## src/core/rbc_pkg.sv

```systemverilog
// Constants shared by the ripple binary counter files
`default_nettype none
package rbc_pkg;
  // ****************************************
  // Counter shape
  // ****************************************
  localparam int COUNT_WIDTH = 12;
  localparam int DIVIDE_FACTOR = 4096;
  localparam int FIRST_STAGE = 0;
  localparam int LAST_STAGE = COUNT_WIDTH - 1;
  // ****************************************
  // Values
  // ****************************************
  localparam logic [COUNT_WIDTH-1:0] COUNT_ZERO = 12'h000;
  localparam logic [COUNT_WIDTH-1:0] COUNT_MAX = 12'hfff;
  localparam logic SYNC_RESET_LEVEL = 1'h0;
endpackage : rbc_pkg
`default_nettype wire

```

## src/core/rbc_pin_sync.sv

```systemverilog
// Three-flop pin synchroniser with agreement filter
`default_nettype none
module rbc_pin_sync (
  input wire logic core_clk,
  input wire logic reset,
  input wire logic clk_enable,
  input wire logic pin_in,
  output logic level_out
);
  import rbc_pkg::*;

  logic sync_first;
  logic sync_second;
  logic sync_third;
  logic level;
  logic next_sync_first;
  logic next_sync_second;
  logic next_sync_third;
  logic next_level;

  // ****************************************
  // Next values
  // ****************************************
  // First flop feeds only the second; level moves once second and third agree
  always_comb begin
    next_sync_first = sync_first;
    next_sync_second = sync_second;
    next_sync_third = sync_third;
    next_level = level;
    if (clk_enable) begin
      next_sync_first = pin_in;
      next_sync_second = sync_first;
      next_sync_third = sync_second;
      if (sync_second == sync_third) begin
        next_level = sync_third;
      end
    end
  end

  // ****************************************
  // Registers
  // ****************************************
  always_ff @(posedge core_clk) begin
    if (reset) begin
      sync_first <= SYNC_RESET_LEVEL;
      sync_second <= SYNC_RESET_LEVEL;
      sync_third <= SYNC_RESET_LEVEL;
      level <= SYNC_RESET_LEVEL;
    end else begin
      sync_first <= next_sync_first;
      sync_second <= next_sync_second;
      sync_third <= next_sync_third;
      level <= next_level;
    end
  end

  assign level_out = level;
endmodule : rbc_pin_sync
`default_nettype wire

```

## src/core/rbc_counter.sv

```systemverilog
// Twelve-stage ripple binary counter, top level
//
// Behaviour
// - Hold a twelve-bit count and drive every stage on its own output.
// - Clear high forces count and all stage outputs to zero without a count edge.
// - Each falling edge of the count input, clear low, adds one.
// - Stages ripple: first toggles from input, each next on previous stage falling.
// - Divides by up to 4096; after all ones wraps to zero.
// - No count value is promised at power-up; clear before trusting it.
`default_nettype none
module rbc_counter (
  input wire logic core_clk,
  input wire logic reset,
  input wire logic clk_enable,
  input wire logic count_clk_pin,
  input wire logic clear_pin,
  output logic [rbc_pkg::COUNT_WIDTH-1:0] stage_out,
  output logic first_stage_out
);
  import rbc_pkg::*;

  logic count_level;
  logic clear_level;
  logic count_level_prev;
  logic next_count_level_prev;
  logic count_fall;
  logic [COUNT_WIDTH-1:0] stage;
  logic [COUNT_WIDTH-1:0] stage_prev;
  logic [COUNT_WIDTH-1:0] next_stage;
  logic [COUNT_WIDTH-1:0] next_stage_prev;
  logic [COUNT_WIDTH-1:0] toggle;

  // ****************************************
  // Pin synchronisers
  // ****************************************
  rbc_pin_sync u_count_sync (
    .core_clk(core_clk),
    .reset(reset),
    .clk_enable(clk_enable),
    .pin_in(count_clk_pin),
    .level_out(count_level)
  );

  rbc_pin_sync u_clear_sync (
    .core_clk(core_clk),
    .reset(reset),
    .clk_enable(clk_enable),
    .pin_in(clear_pin),
    .level_out(clear_level)
  );

  // ****************************************
  // Count edge detect
  // ****************************************
  // falling edge only
  assign count_fall = count_level_prev & ~count_level;

  always_comb begin
    next_count_level_prev = count_level_prev;
    if (clk_enable) begin
      next_count_level_prev = count_level;
    end
  end

  always_ff @(posedge core_clk) begin
    if (reset) begin
      count_level_prev <= SYNC_RESET_LEVEL;
    end else begin
      count_level_prev <= next_count_level_prev;
    end
  end

  // ****************************************
  // Ripple toggles
  // ****************************************
  // first stage toggles on count fall
  assign toggle[FIRST_STAGE] = count_fall;

  // stage toggles when previous stage fell
  genvar gi;
  generate
    for (gi = FIRST_STAGE + 1; gi <= LAST_STAGE; gi++) begin : g_ripple
      assign toggle[gi] = stage_prev[gi-1] & ~stage[gi-1];
    end
  endgenerate

  // ****************************************
  // Stage registers
  // ****************************************
  // One core cycle per stage, so a full carry takes twelve cycles, like the real chain
  always_comb begin
    next_stage = stage;
    next_stage_prev = stage_prev;
    if (clk_enable) begin
      if (clear_level) begin
        next_stage = COUNT_ZERO;
        next_stage_prev = COUNT_ZERO;
      end else begin
        // plain toggling wraps all ones to zero
        next_stage = stage ^ toggle;
        next_stage_prev = stage;
      end
    end
  end

  // reset gives zero, which is one allowed power-up value
  always_ff @(posedge core_clk) begin
    if (reset) begin
      stage <= COUNT_ZERO;
      stage_prev <= COUNT_ZERO;
    end else begin
      stage <= next_stage;
      stage_prev <= next_stage_prev;
    end
  end

  assign stage_out = stage;
  assign first_stage_out = stage[FIRST_STAGE];
endmodule : rbc_counter
`default_nettype wire

```

## config.mk

```make
export PLATFORM = sky130hd
export DESIGN_NAME = rbc_counter
export DESIGN_NICKNAME = d
export VERILOG_FILES = /design/src/core/rbc_pkg.sv /design/src/core/rbc_pin_sync.sv /design/src/core/rbc_counter.sv
export SDC_FILE = /design/constraint.sdc
export NUM_CORES = 1
export LEC_CHECK = 0
export ABC_CLOCK_PERIOD_IN_PS = 2009
export BUFFER_PORTS_ARGS = -buffer_cell sky130_fd_sc_hd__buf_4
export CORE_MARGIN = 5
export CORE_UTILIZATION = 61
export CTS_CLUSTER_DIAMETER = 50
export CTS_CLUSTER_SIZE = 24
export DETAILED_ROUTE_END_ITERATION = 10
export GPL_TIMING_DRIVEN = 0
export PLACE_DENSITY_LB_ADDON = 0.08
export SLEW_MARGIN = 20
export SYNTH_ARGS = -nofsm -noshare
export SYNTH_HDL_FRONTEND = slang
export SYNTH_HIERARCHICAL = 1
export SYNTH_SLANG_ARGS = --single-unit
export TNS_END_PERCENT = 10
```

## constraint.sdc

```tcl
create_clock -name core_clk -period 2.01 [get_ports core_clk]
set_input_delay 0.402 -clock core_clk [delete_from_list [all_inputs] [get_ports core_clk]]
set_output_delay 0.402 -clock core_clk [all_outputs]
set_load 0.05 [all_outputs]
```

==> results of run 1 <==
cells in the mapped netlist (2+ instances only):
cell | number | area share (%)
nand2b_1 | 17 | 7.0
nor2b_1 | 10 | 4.1
nand3b_1 | 3 | 1.5
o32ai_1 | 2 | 1.2
and2b_1 | 8 | 4.0
inv_1 | 4 | 0.99
o32ai_2 | 2 | 2.1
nor2b_4 | 2 | 1.8
or3_1 | 10 | 4.1
mux2i_1 | 16 | 11
clkbuf_2 | 2 | 0.66
dfxtp_1 | 32 | 42
nor2_1 | 16 | 4.0
buf_12 | 2 | 2.6
a21oi_1 | 24 | 7.9
clkbuf_1 | 3 | 0.74
logic make-up after synthesis:
group / count (synthesis) / share of synthesized area (%)
buffers and inverters: 14 / 6.50
AO/OA/AOI/OAI: 29 / 11.6
flip-flops: 32 / 42.1
AND/OR/NAND/NOR: 70 / 29.2
multiplexers: 16 / 10.5
layout by cell type (no fill, tap or decap), drive strengths merged:
cell and n:
dfxtp 32, a21oi 24, buf 22, nand2b 18, mux2i 16, nor2 16
clkbuf 13, nor2b 12, or3 10, and2b 8, inv 4, o32ai 4
nand3b 3, nor4bb 1, or2 1, and4bb 1, a31oi 1
metal layers:
metal | vias up | part of all wire (%)
li1 | 594 | -
met1 | 574 | 44
met2 | 20 | 51
met3 | 6 | 4.4
met4 | 0 | 1.4
met5 | - | 0
path summary, 6_finish.rpt:
path,cells after the start,endpoint,slack [ns],start
hold / removal,2,u_clear_sync/sync_third,0.32,reset
hold reg to reg,2,stage_prev[0],0.47,stage_prev[0]
setup reg to reg,4,stage_out[4],0.58,u_clear_sync/level_out
setup / recovery,2,stage_out[0],0.51,stage_out[0]
per-stage QoR:
| stage | instance area (um^2) | util [%] |
|---|---|---|
| 3_3_place_gp | 1690 | 69.3 |
| 3_5_place_dp | 1690 | 69.3 |
| 5_1_grt | 1740 | 71.7 |
| 2_1_floorplan | 1520 | - |
| 6_report | 1740 | 71.7 |
| 4_1_cts | 1740 | 71.7 |
where the power goes:
group	switching [uW]	internal (uW)
combinational	39.1	35.7
clock	207	172
sequential	3.69	638
final cells by class:
class                   count  share of cell area [%]
multi-input cells         115                    44.8
flip-flops and latches     32                    36.7
repair buffers             17                    7.32
plain buffers              10                    4.81
clock buffers               8                    3.37
well taps                  30                    2.15
inverters                   4                   0.861
==> flow_metrics.py, run 1 <==
metrics = {
    "pwr": {
        "cellLeakagePower_uw": 0.000720,
        "post_route_total_power_uw": 1100,
        "cellPowerDensity_nw_per_um2": 628,
        "worst_ir_drop_vdd_mv": 0.532,
    },
    "run_status": {
        "outcome": "finished clean",
    },
    "route": {
        "route.final.wire_length_um": 2990,
        "detail_route.wl_per_cell_um": 13.8,
        "vias_per_cell": 5.53,
        "ant_nets": 0,
        "drt_drc_violations_left": 0,
        "vias": 1194,
        "drtPass1Iterations": 4,
        "detailedRoute.firstIterationViolations": 31,
    },
    "setup_path": {
        "cp.buffers_inverters": 2,
        "crit_required_ns": 1.61,
        "critical-path-slowest-cell": "dfxtp_1",
        "cp-end-kind": "output pin",
        "peak_fanout_along_the_critical_path": 7,
        "cp_data_arrival_time_ns": 1.09,
        "cp_top_family": "flip-flops",
        "timing.critical_path.from_type": "flop",
        "critical_path.most_common_cell": "buf_4",
        "critical_path.max_stage_delay_ns": 0.44,
        "cells_traversed_along_the_worst_timing_path": "buf_4, buf_4",
        "critical_path_class": "reg2out",
    },
    "synthesis": {
        "yosysWarnings": 6,
        "synth.lib_cells_used.distinct": 24,
        "synthesized_area_um2": 1520,
        "synth_fp_nets": 166,
        "synth_area_per_cell_um2": 9.44,
        "number_of_synthesized_flops_with_an_enable_pin": 0,
        "yosys_register_bits": 32,
        "synthArstFlopShare_pct": 0,
        "dominantRegCellSynth": "dfxtp_1",
        "synth_cells": 161,
        "seq_area_frac_synth_pct": 42.1,
    },
    "finish": {
        "area.sequential_um2": 641,
        "largest_register_ff_count": 12,
        "final_cell_count_no_fill": 216,
        "insertedDiodeCount": 0,
        "n_fill_cell": 210,
        "multiInputGateArea_um2": 781,
        "flow.area_growth_from_synthesis_pct": 14.7,
        "fin_nets": 190,
        "drive_gt1_share_pct": 18.8,
    },
    "cts": {
        "post_cts_resize_count": 0,
        "post-cts-setup-buffer-count": 0,
        "path_clk_slew_ns": 0.09,
        "cts_hold_repair_buffers": 0,
        "clock_tree.htree_level_count": 2,
        "cts_tree": "built",
        "clk_latency_worst_skew_pair_ns": 0.33,
        "cts_root_buf": "clkbuf_4",
        "clock_sinks": 32,
        "maximum_root_to_sink_buffer_count": 2,
        "cts-buffers-inserted": 5,
    },
    "sta": {
        "worst_pin_slew_ns": 0.506,
        "slew_viol_final": 0,
        "post-route-period-util_pct": 74.5,
        "setup_tns_ns": 0,
        "final.setup_skew_ns": 0.00886,
        "grt_setup_unrepaired": "false",
        "timing.final.ws_setup_ns": 0.513,
        "fin_worst_hold_slack_ns": 0.323,
        "final_hold_viol_count": 0,
        "timing.final.crit_period_ns": 1.50,
        "relSlewSlack_pct": 66.2,
        "finalSetupViolations": 0,
        "max_clock_freq_mhz": 668,
    },
    "global_route": {
        "first_global_vias": 1168,
        "overflow": 0,
        "groute.usage.overall_pct": 19.3,
        "gr-usage-met2_pct": 33.0,
        "globalRoute.busiestLayer": "met2",
        "antenna_found_initial": 0,
        "grt_first_pass_wirelength_um": 5130,
        "grtUsageMet1_pct": 21.8,
        "pin_count_of_the_biggest_net_entering_global_routing": 12,
        "groute.layer.met3.usage_pct": 6.48,
    },
    "floorplanning": {
        "num_rows": 18,
        "die_outline_area_um2": 3590,
        "die_height_um": 59.9,
        "die_width_um": 59.9,
        "core-area_um2": 2430,
        "io_pins": 18,
        "start_util_pct": 62.5,
    },
    "placed_design": {
        "post-place-ws_ns": 0.472,
        "dp.cells": 208,
        "gp_congestion": 0.727,
        "place.port_buffers": 17,
        "detailed_place_hpwl_um": 2100,
    },
    "job": {
        "maxCapViolations": 0,
    },
    "min_path": {
        "min_path_type": "in2reg",
    },
}
Note: power is estimated with default switching activity, not from simulation.
==> run 2: changes to the inputs <==
--- a/config.mk
+++ b/config.mk
@@ -5,10 +5,11 @@
 export SDC_FILE = /design/constraint.sdc
 export NUM_CORES = 1
 export LEC_CHECK = 0
-export ABC_CLOCK_PERIOD_IN_PS = 2009
+export ABC_AREA = 1
+export ABC_CLOCK_PERIOD_IN_PS = 1500
 export BUFFER_PORTS_ARGS = -buffer_cell sky130_fd_sc_hd__buf_4
 export CORE_MARGIN = 5
-export CORE_UTILIZATION = 61
+export CORE_UTILIZATION = 55
 export CTS_CLUSTER_DIAMETER = 50
 export CTS_CLUSTER_SIZE = 24
 export DETAILED_ROUTE_END_ITERATION = 10
==> constraint.sdc (replaced) <==
create_clock -name core_clk -period 1.5 [get_ports core_clk]
set_input_delay 0.3 -clock core_clk [delete_from_list [all_inputs] [get_ports core_clk]]
set_output_delay 0.3 -clock core_clk [all_outputs]
set_load 0.05 [all_outputs]
==> run 2 against run 1 <==
Against the previous run: synthesized cell count grew 22%; power grew 62%; utilization shrank 5.5 points; non-clock buffer count shrank 2; critical path type unchanged; highest routed layer unchanged.
==> flow_metrics.py, run 2 <==
metrics = {
    "setup_path": {
        "cp-end-kind": "output pin",
        "crit_path_start": "stage_out[0]",
        "peak_fanout_along_the_critical_path": 5,
        "ff2ff_setup_slack_ns": 0.41,
        "cp_data_arrival_time_ns": 1.05,
        "crit_required_ns": 1.20,
        "timing.critical_path.from_type": "flop",
        "critical_path_class": "reg2out",
        "critical_path.reg2reg.startpoint": "u_clear_sync/level_out",
        "worst-r2r-cell-count": 4,
    },
    "synthesis": {
        "synthDominantCellAreaShare_pct": 46.8,
        "synth_cells": 197,
        "number_of_synthesized_flops_with_an_enable_pin": 0,
        "yosys-top-cells-count": "nand2_1, nor2_1, dfxtp_1",
        "synth.top_cells.by_area": "dfxtp_1, nand2_1, nor2_1",
        "yosys_register_bits": 32,
        "yosysWarnings": 6,
        "seq_area_frac_synth_pct": 46.8,
        "synth_fp_nets": 202,
        "synthArstFlopShare_pct": 0,
        "dominantRegCellSynth": "dfxtp_1",
        "synth_area_per_cell_um2": 6.95,
        "post-synth-top-count-cell": "nand2_1",
        "synthesized_area_um2": 1370,
        "yosys.area.top_type": "dfxtp_1",
        "synth.lib_cells_used.distinct": 16,
    },
    "route": {
        "vias": 1253,
        "drt_drc_violations_left": 0,
        "vias_per_cell": 4.97,
        "detailedRoute.firstIterationViolations": 37,
        "ant_nets": 0,
        "drtPass1Iterations": 4,
        "route.final.wire_length_um": 2720,
        "detail_route.wl_per_cell_um": 10.8,
    },
    "floorplanning": {
        "io_pins": 18,
        "die_outline_area_um2": 3590,
        "core-area_um2": 2430,
        "die_height_um": 59.9,
        "start_util_pct": 56.3,
        "die_width_um": 59.9,
        "num_rows": 18,
    },
    "cts": {
        "clock_tree.htree_level_count": 2,
        "cts_tree": "built",
        "clk_latency_worst_skew_pair_ns": 0.32,
        "clock_sinks": 32,
        "maximum_root_to_sink_buffer_count": 2,
        "cts-buffers-inserted": 5,
        "cts_hold_repair_buffers": 0,
        "post_cts_resize_count": 0,
        "cts_root_buf": "clkbuf_4",
        "path_clk_slew_ns": 0.10,
        "post-cts-setup-buffer-count": 0,
    },
    "pwr": {
        "cellLeakagePower_uw": 0.000732,
        "worst_ir_drop_vdd_mv": 0.921,
        "cellPowerDensity_nw_per_um2": 1100,
    },
    "min_path": {
        "timing.hold.worst_path_depth": 2,
        "hold_start": "reset",
        "min_path_type": "in2reg",
    },
    "placed_design": {
        "detailed_place_hpwl_um": 1970,
        "place.port_buffers": 17,
        "gp_congestion": 0.725,
        "post-place-ws_ns": 0.288,
    },
    "finish": {
        "n_fill_cell": 223,
        "mostFrequentLayoutCell": "nand2_1",
        "final_core_utilization_pct": 66.3,
        "insertedDiodeCount": 0,
        "fin_nets": 226,
        "flow.area_growth_from_synthesis_pct": 17.6,
        "largest_register_ff_count": 12,
        "most_used_cells_in_the_layout_excluding_fill_and_tap_cells": "nand2_1, nor2_1, dfxtp_1",
        "drive_gt1_share_pct": 17.6,
    },
    "run_status": {
        "outcome": "finished clean",
    },
    "global_route": {
        "pin_count_of_the_biggest_net_entering_global_routing": 15,
        "groute.usage.overall_pct": 17.5,
        "grt_first_pass_wirelength_um": 4790,
        "first_global_vias": 1184,
        "overflow": 0,
        "antenna_found_initial": 0,
    },
    "sta": {
        "final_hold_viol_count": 0,
        "timing.final.crit_period_ns": 1.35,
        "relSlewSlack_pct": 86.4,
        "setup_tns_ns": 0,
        "post-route-period-util_pct": 89.7,
        "slew_viol_final": 0,
        "worst_pin_slew_ns": 0.205,
        "timing.final.ws_setup_ns": 0.154,
        "finalSetupViolations": 0,
        "final.setup_skew_ns": 0.00572,
        "grt_setup_unrepaired": "false",
        "max_clock_freq_mhz": 743,
        "fin_worst_hold_slack_ns": 0.212,
    },
    "job": {
        "maxCapViolations": 0,
    },
}
-- run 2: cell types whose count changed after synthesis, sizes merged, moves of 5 or more --
cell | before | now
inv | 4 | 21
mux2i | 16 | 0
nand4 | 0 | 12
nand2 | 0 | 55
nor2b | 12 | 0
a21oi | 24 | 9
clkbuf | 5 | 0
nand2b | 18 | 0
or3 | 10 | 0
nor2 | 16 | 44
and2b | 8 | 0
o21ai | 0 | 11
-- run 2: path summary, 6_finish.rpt --
check / endpoint
setup / recovery: stage_out[0]
hold reg to reg: u_clear_sync/sync_second
setup reg to reg: stage_out[9]
hold / removal: u_count_sync/level_out
-- run 2: kinds of logic (layout without fill, tap and decap cells) --
logic type	Yosys count	after routing	share of synthesized area, %
AO/OA/AOI/OAI	21	21	8.68
buffers and inverters	31	56	10.5
flip-flops	32	32	46.8
AND/OR/NAND/NOR	113	113	34.1
-- run 2: area by class of cell --
class | count | area [um^2] | share of cell area, %
flip-flops and latches | 32 | 641 | 39.8
multi-input cells | 134 | 586 | 36.3
repair buffers | 17 | 128 | 7.92
inverters | 23 | 86.3 | 5.36
plain buffers | 8 | 57.6 | 3.57
clock buffers | 6 | 41.3 | 2.56
well taps | 30 | 37.5 | 2.33
clock inverters | 2 | 35.0 | 2.17
-- run 2: power by group --
| part | total (uW) | internal, uW | switching (uW) |
|---|---|---|---|
| logic | 231 | 79.5 | 151 |
| registers | 921 | 888 | 33.3 |
| clock network | 627 | 349 | 278 |
| total | 1780 | 1320 | 463 |
-- run 2: metal layers --
| metal | vias up | share of wire [%] | track usage (%) |
|---|---|---|---|
| met3 | 4 | 4.1 | 3.89 |
| met5 | - | 0 | 0 |
| li1 | 664 | - | - |
| met1 | 568 | 44 | 19.1 |
| met2 | 17 | 51 | 32.3 |
| met4 | 0 | 0.84 | 6.65 |
-- run 2: critical path: stages, from the launching register on --
cell	delay (ns)
dfxtp_1	0.41
buf_4	0.13
buf_4	0.18
-- run 2: per-stage QoR --
step,std cells,area [um^2],power (uW)
final,252,1610,1780
after global placement,244,1540,1160
after global routing,252,1610,1870
after detailed placement,244,1540,1170
after floorplan,197,1370,1100
after CTS,252,1610,1800
==> run 3: changes to the inputs <==
--- a/config.mk
+++ b/config.mk
@@ -6,7 +6,7 @@
 export NUM_CORES = 1
 export LEC_CHECK = 0
 export ABC_AREA = 1
-export ABC_CLOCK_PERIOD_IN_PS = 1500
+export ABC_CLOCK_PERIOD_IN_PS = 1300
 export BUFFER_PORTS_ARGS = -buffer_cell sky130_fd_sc_hd__buf_4
 export CORE_MARGIN = 5
 export CORE_UTILIZATION = 55
==> constraint.sdc (replaced) <==
create_clock -name core_clk -period 1.3 [get_ports core_clk]
set_input_delay 0.26 -clock core_clk [delete_from_list [all_inputs] [get_ports core_clk]]
set_output_delay 0.26 -clock core_clk [all_outputs]
set_load 0.05 [all_outputs]
==> run 3 against run 2 <==
Against the previous run: non-clock buffer count stayed put; flip-flop and latch count stayed put; power is 15% higher; sequential power is 15% higher; final cell count stayed put; clock-buffer cell count stayed put; critical path type unchanged; critical endpoint unchanged; highest routed layer unchanged.
==> flow_metrics.py, run 3 (synthesis gave the netlist of run 2 again) <==
metrics = {
    "route": {
        "ant_nets": 0,
        "detailedRoute.firstIterationViolations": 34,
        "vias_per_cell": 4.98,
        "drt_drc_violations_left": 0,
        "vias": 1256,
        "drtPass1Iterations": 4,
        "route.final.wire_length_um": 2730,
        "detail_route.wl_per_cell_um": 10.8,
    },
    "job": {
        "maxCapViolations": 0,
    },
    "global_route": {
        "first_global_vias": 1196,
        "antenna_found_initial": 0,
        "pin_count_of_the_biggest_net_entering_global_routing": 15,
        "groute.usage.overall_pct": 17.6,
        "grt_first_pass_wirelength_um": 4820,
        "overflow": 0,
    },
    "cts": {
        "cts_root_buf": "clkbuf_4",
        "clock_sinks": 32,
        "maximum_root_to_sink_buffer_count": 2,
        "clock_tree.htree_level_count": 2,
        "cts_hold_repair_buffers": 0,
        "post-cts-setup-buffer-count": 0,
        "cts-buffers-inserted": 5,
        "cts_tree": "built",
        "clk_latency_worst_skew_pair_ns": 0.32,
        "path_clk_slew_ns": 0.10,
        "post_cts_resize_count": 1,
    },
    "finish": {
        "insertedDiodeCount": 0,
        "flow.area_growth_from_synthesis_pct": 17.7,
        "final_cell_count_no_fill": 252,
        "largest_register_ff_count": 12,
        "n_fill_cell": 224,
        "mostFrequentLayoutCell": "nand2_1",
        "drive_gt1_share_pct": 18.0,
        "most_used_cells_in_the_layout_excluding_fill_and_tap_cells": "nand2_1, nor2_1, dfxtp_1",
        "fin_nets": 226,
    },
    "pwr": {
        "cellPowerDensity_nw_per_um2": 1270,
        "worst_ir_drop_vdd_mv": 1.06,
        "cellLeakagePower_uw": 0.000732,
    },
    "floorplanning": {
        "core-area_um2": 2430,
        "die_outline_area_um2": 3590,
        "die_width_um": 59.9,
        "io_pins": 18,
        "start_util_pct": 56.3,
        "die_height_um": 59.9,
        "num_rows": 18,
    },
    "run_status": {
        "outcome": "finished clean",
    },
    "sta": {
        "grt_setup_unrepaired": "false",
        "slew_viol_final": 0,
        "relSlewSlack_pct": 86.4,
        "final_hold_viol_count": 0,
        "setup_tns_ns": 0,
        "final.setup_skew_ns": 0.00572,
        "finalSetupViolations": 0,
        "timing.final.crit_period_ns": 1.25,
        "worst_pin_slew_ns": 0.204,
        "post-route-period-util_pct": 95.9,
        "max_clock_freq_mhz": 802,
    },
    "setup_path": {
        "critical_path.reg2reg.startpoint": "u_clear_sync/level_out",
        "crit_path_start": "stage_out[0]",
        "ff2ff_setup_slack_ns": 0.21,
        "cp_data_arrival_time_ns": 0.99,
        "peak_fanout_along_the_critical_path": 5,
        "critical_path_class": "reg2out",
        "timing.critical_path.from_type": "flop",
        "crit_required_ns": 1.04,
        "cp-end-kind": "output pin",
        "cp.buffers_inverters": 2,
        "critical_path.max_stage_delay_ns": 0.38,
        "critical_path.most_common_cell": "buf_4",
        "cells_traversed_along_the_worst_timing_path": "buf_4, buf_4",
        "cp_top_family": "flip-flops",
        "critical-path-slowest-cell": "dfxtp_2",
        "r2r-end": "stage_out[9]",
        "worst-r2r-cell-count": 4,
    },
    "placed_design": {
        "place.port_buffers": 17,
        "gp_congestion": 0.725,
        "detailed_place_hpwl_um": 1970,
        "dp.cells": 244,
    },
    "min_path": {
        "hold_start": "reset",
        "timing.hold.worst_path_depth": 2,
        "min_path_type": "in2reg",
        "min_delay_worst_endpoint": "u_count_sync/level_out",
    },
}
-- run 3: changes by cell type in the layout (fill, tap and decap cells not counted) --
cell | previous run | this run
dfxtp_2 | 0 | 1
dfxtp_1 | 32 | 31
-- run 3: final cells by class --
| type | instances | area [um^2] | share of cell area [%] |
|---|---|---|---|
| Clock inverter | 2 | 35.0 | 2.17 |
| Multi-Input combinational cell | 134 | 586 | 36.3 |
| Tap cell | 30 | 37.5 | 2.33 |
| Timing Repair Buffer | 17 | 128 | 7.91 |
| Buffer | 8 | 57.6 | 3.57 |
| Inverter | 23 | 86.3 | 5.35 |
| Sequential cell | 32 | 642 | 39.8 |
| Clock buffer | 6 | 41.3 | 2.56 |
-- run 3: per-stage QoR --
stage          utilization, %  total power, uW  worst slack [ns]  area, um^2  hold WS, ns
3_3_place_gp             63.1             1340             0.154        1540        0.443
5_1_grt                  66.3             2160           0.00382        1610        0.155
6_report                 66.3             2050            0.0527        1610        0.172
4_1_cts                  66.3             2070            0.0391        1610        0.157
2_1_floorplan               -             1270            0.0889        1370        0.322
3_5_place_dp             63.1             1350             0.128        1540        0.456
-- run 3: how the worst max path moves through the flow --
stage	cells after the start	slack [ns]	end
after floorplan	1	0.09	stage_out[0]
after global placement	5	0.15	stage_out[0]
after detailed placement	5	0.13	stage_out[3]
after CTS	2	0.04	stage_out[0]
after global routing	2	0.004	stage_out[0]
final	2	0.05	stage_out[0]
-- run 3: report_power, final --
group          switching [uW]  internal, uW
logic                     175          91.8
clock network             320           403
registers                38.4          1020
-- run 3: layer usage --
layer | wire, um | share of wire (%) | track usage, %
met5 | 0 | 0 | 0
met1 | 1200 | 44 | 19.0
met2 | 1390 | 51 | 32.7
met4 | 23 | 0.84 | 6.65
met3 | 112 | 4.1 | 3.89
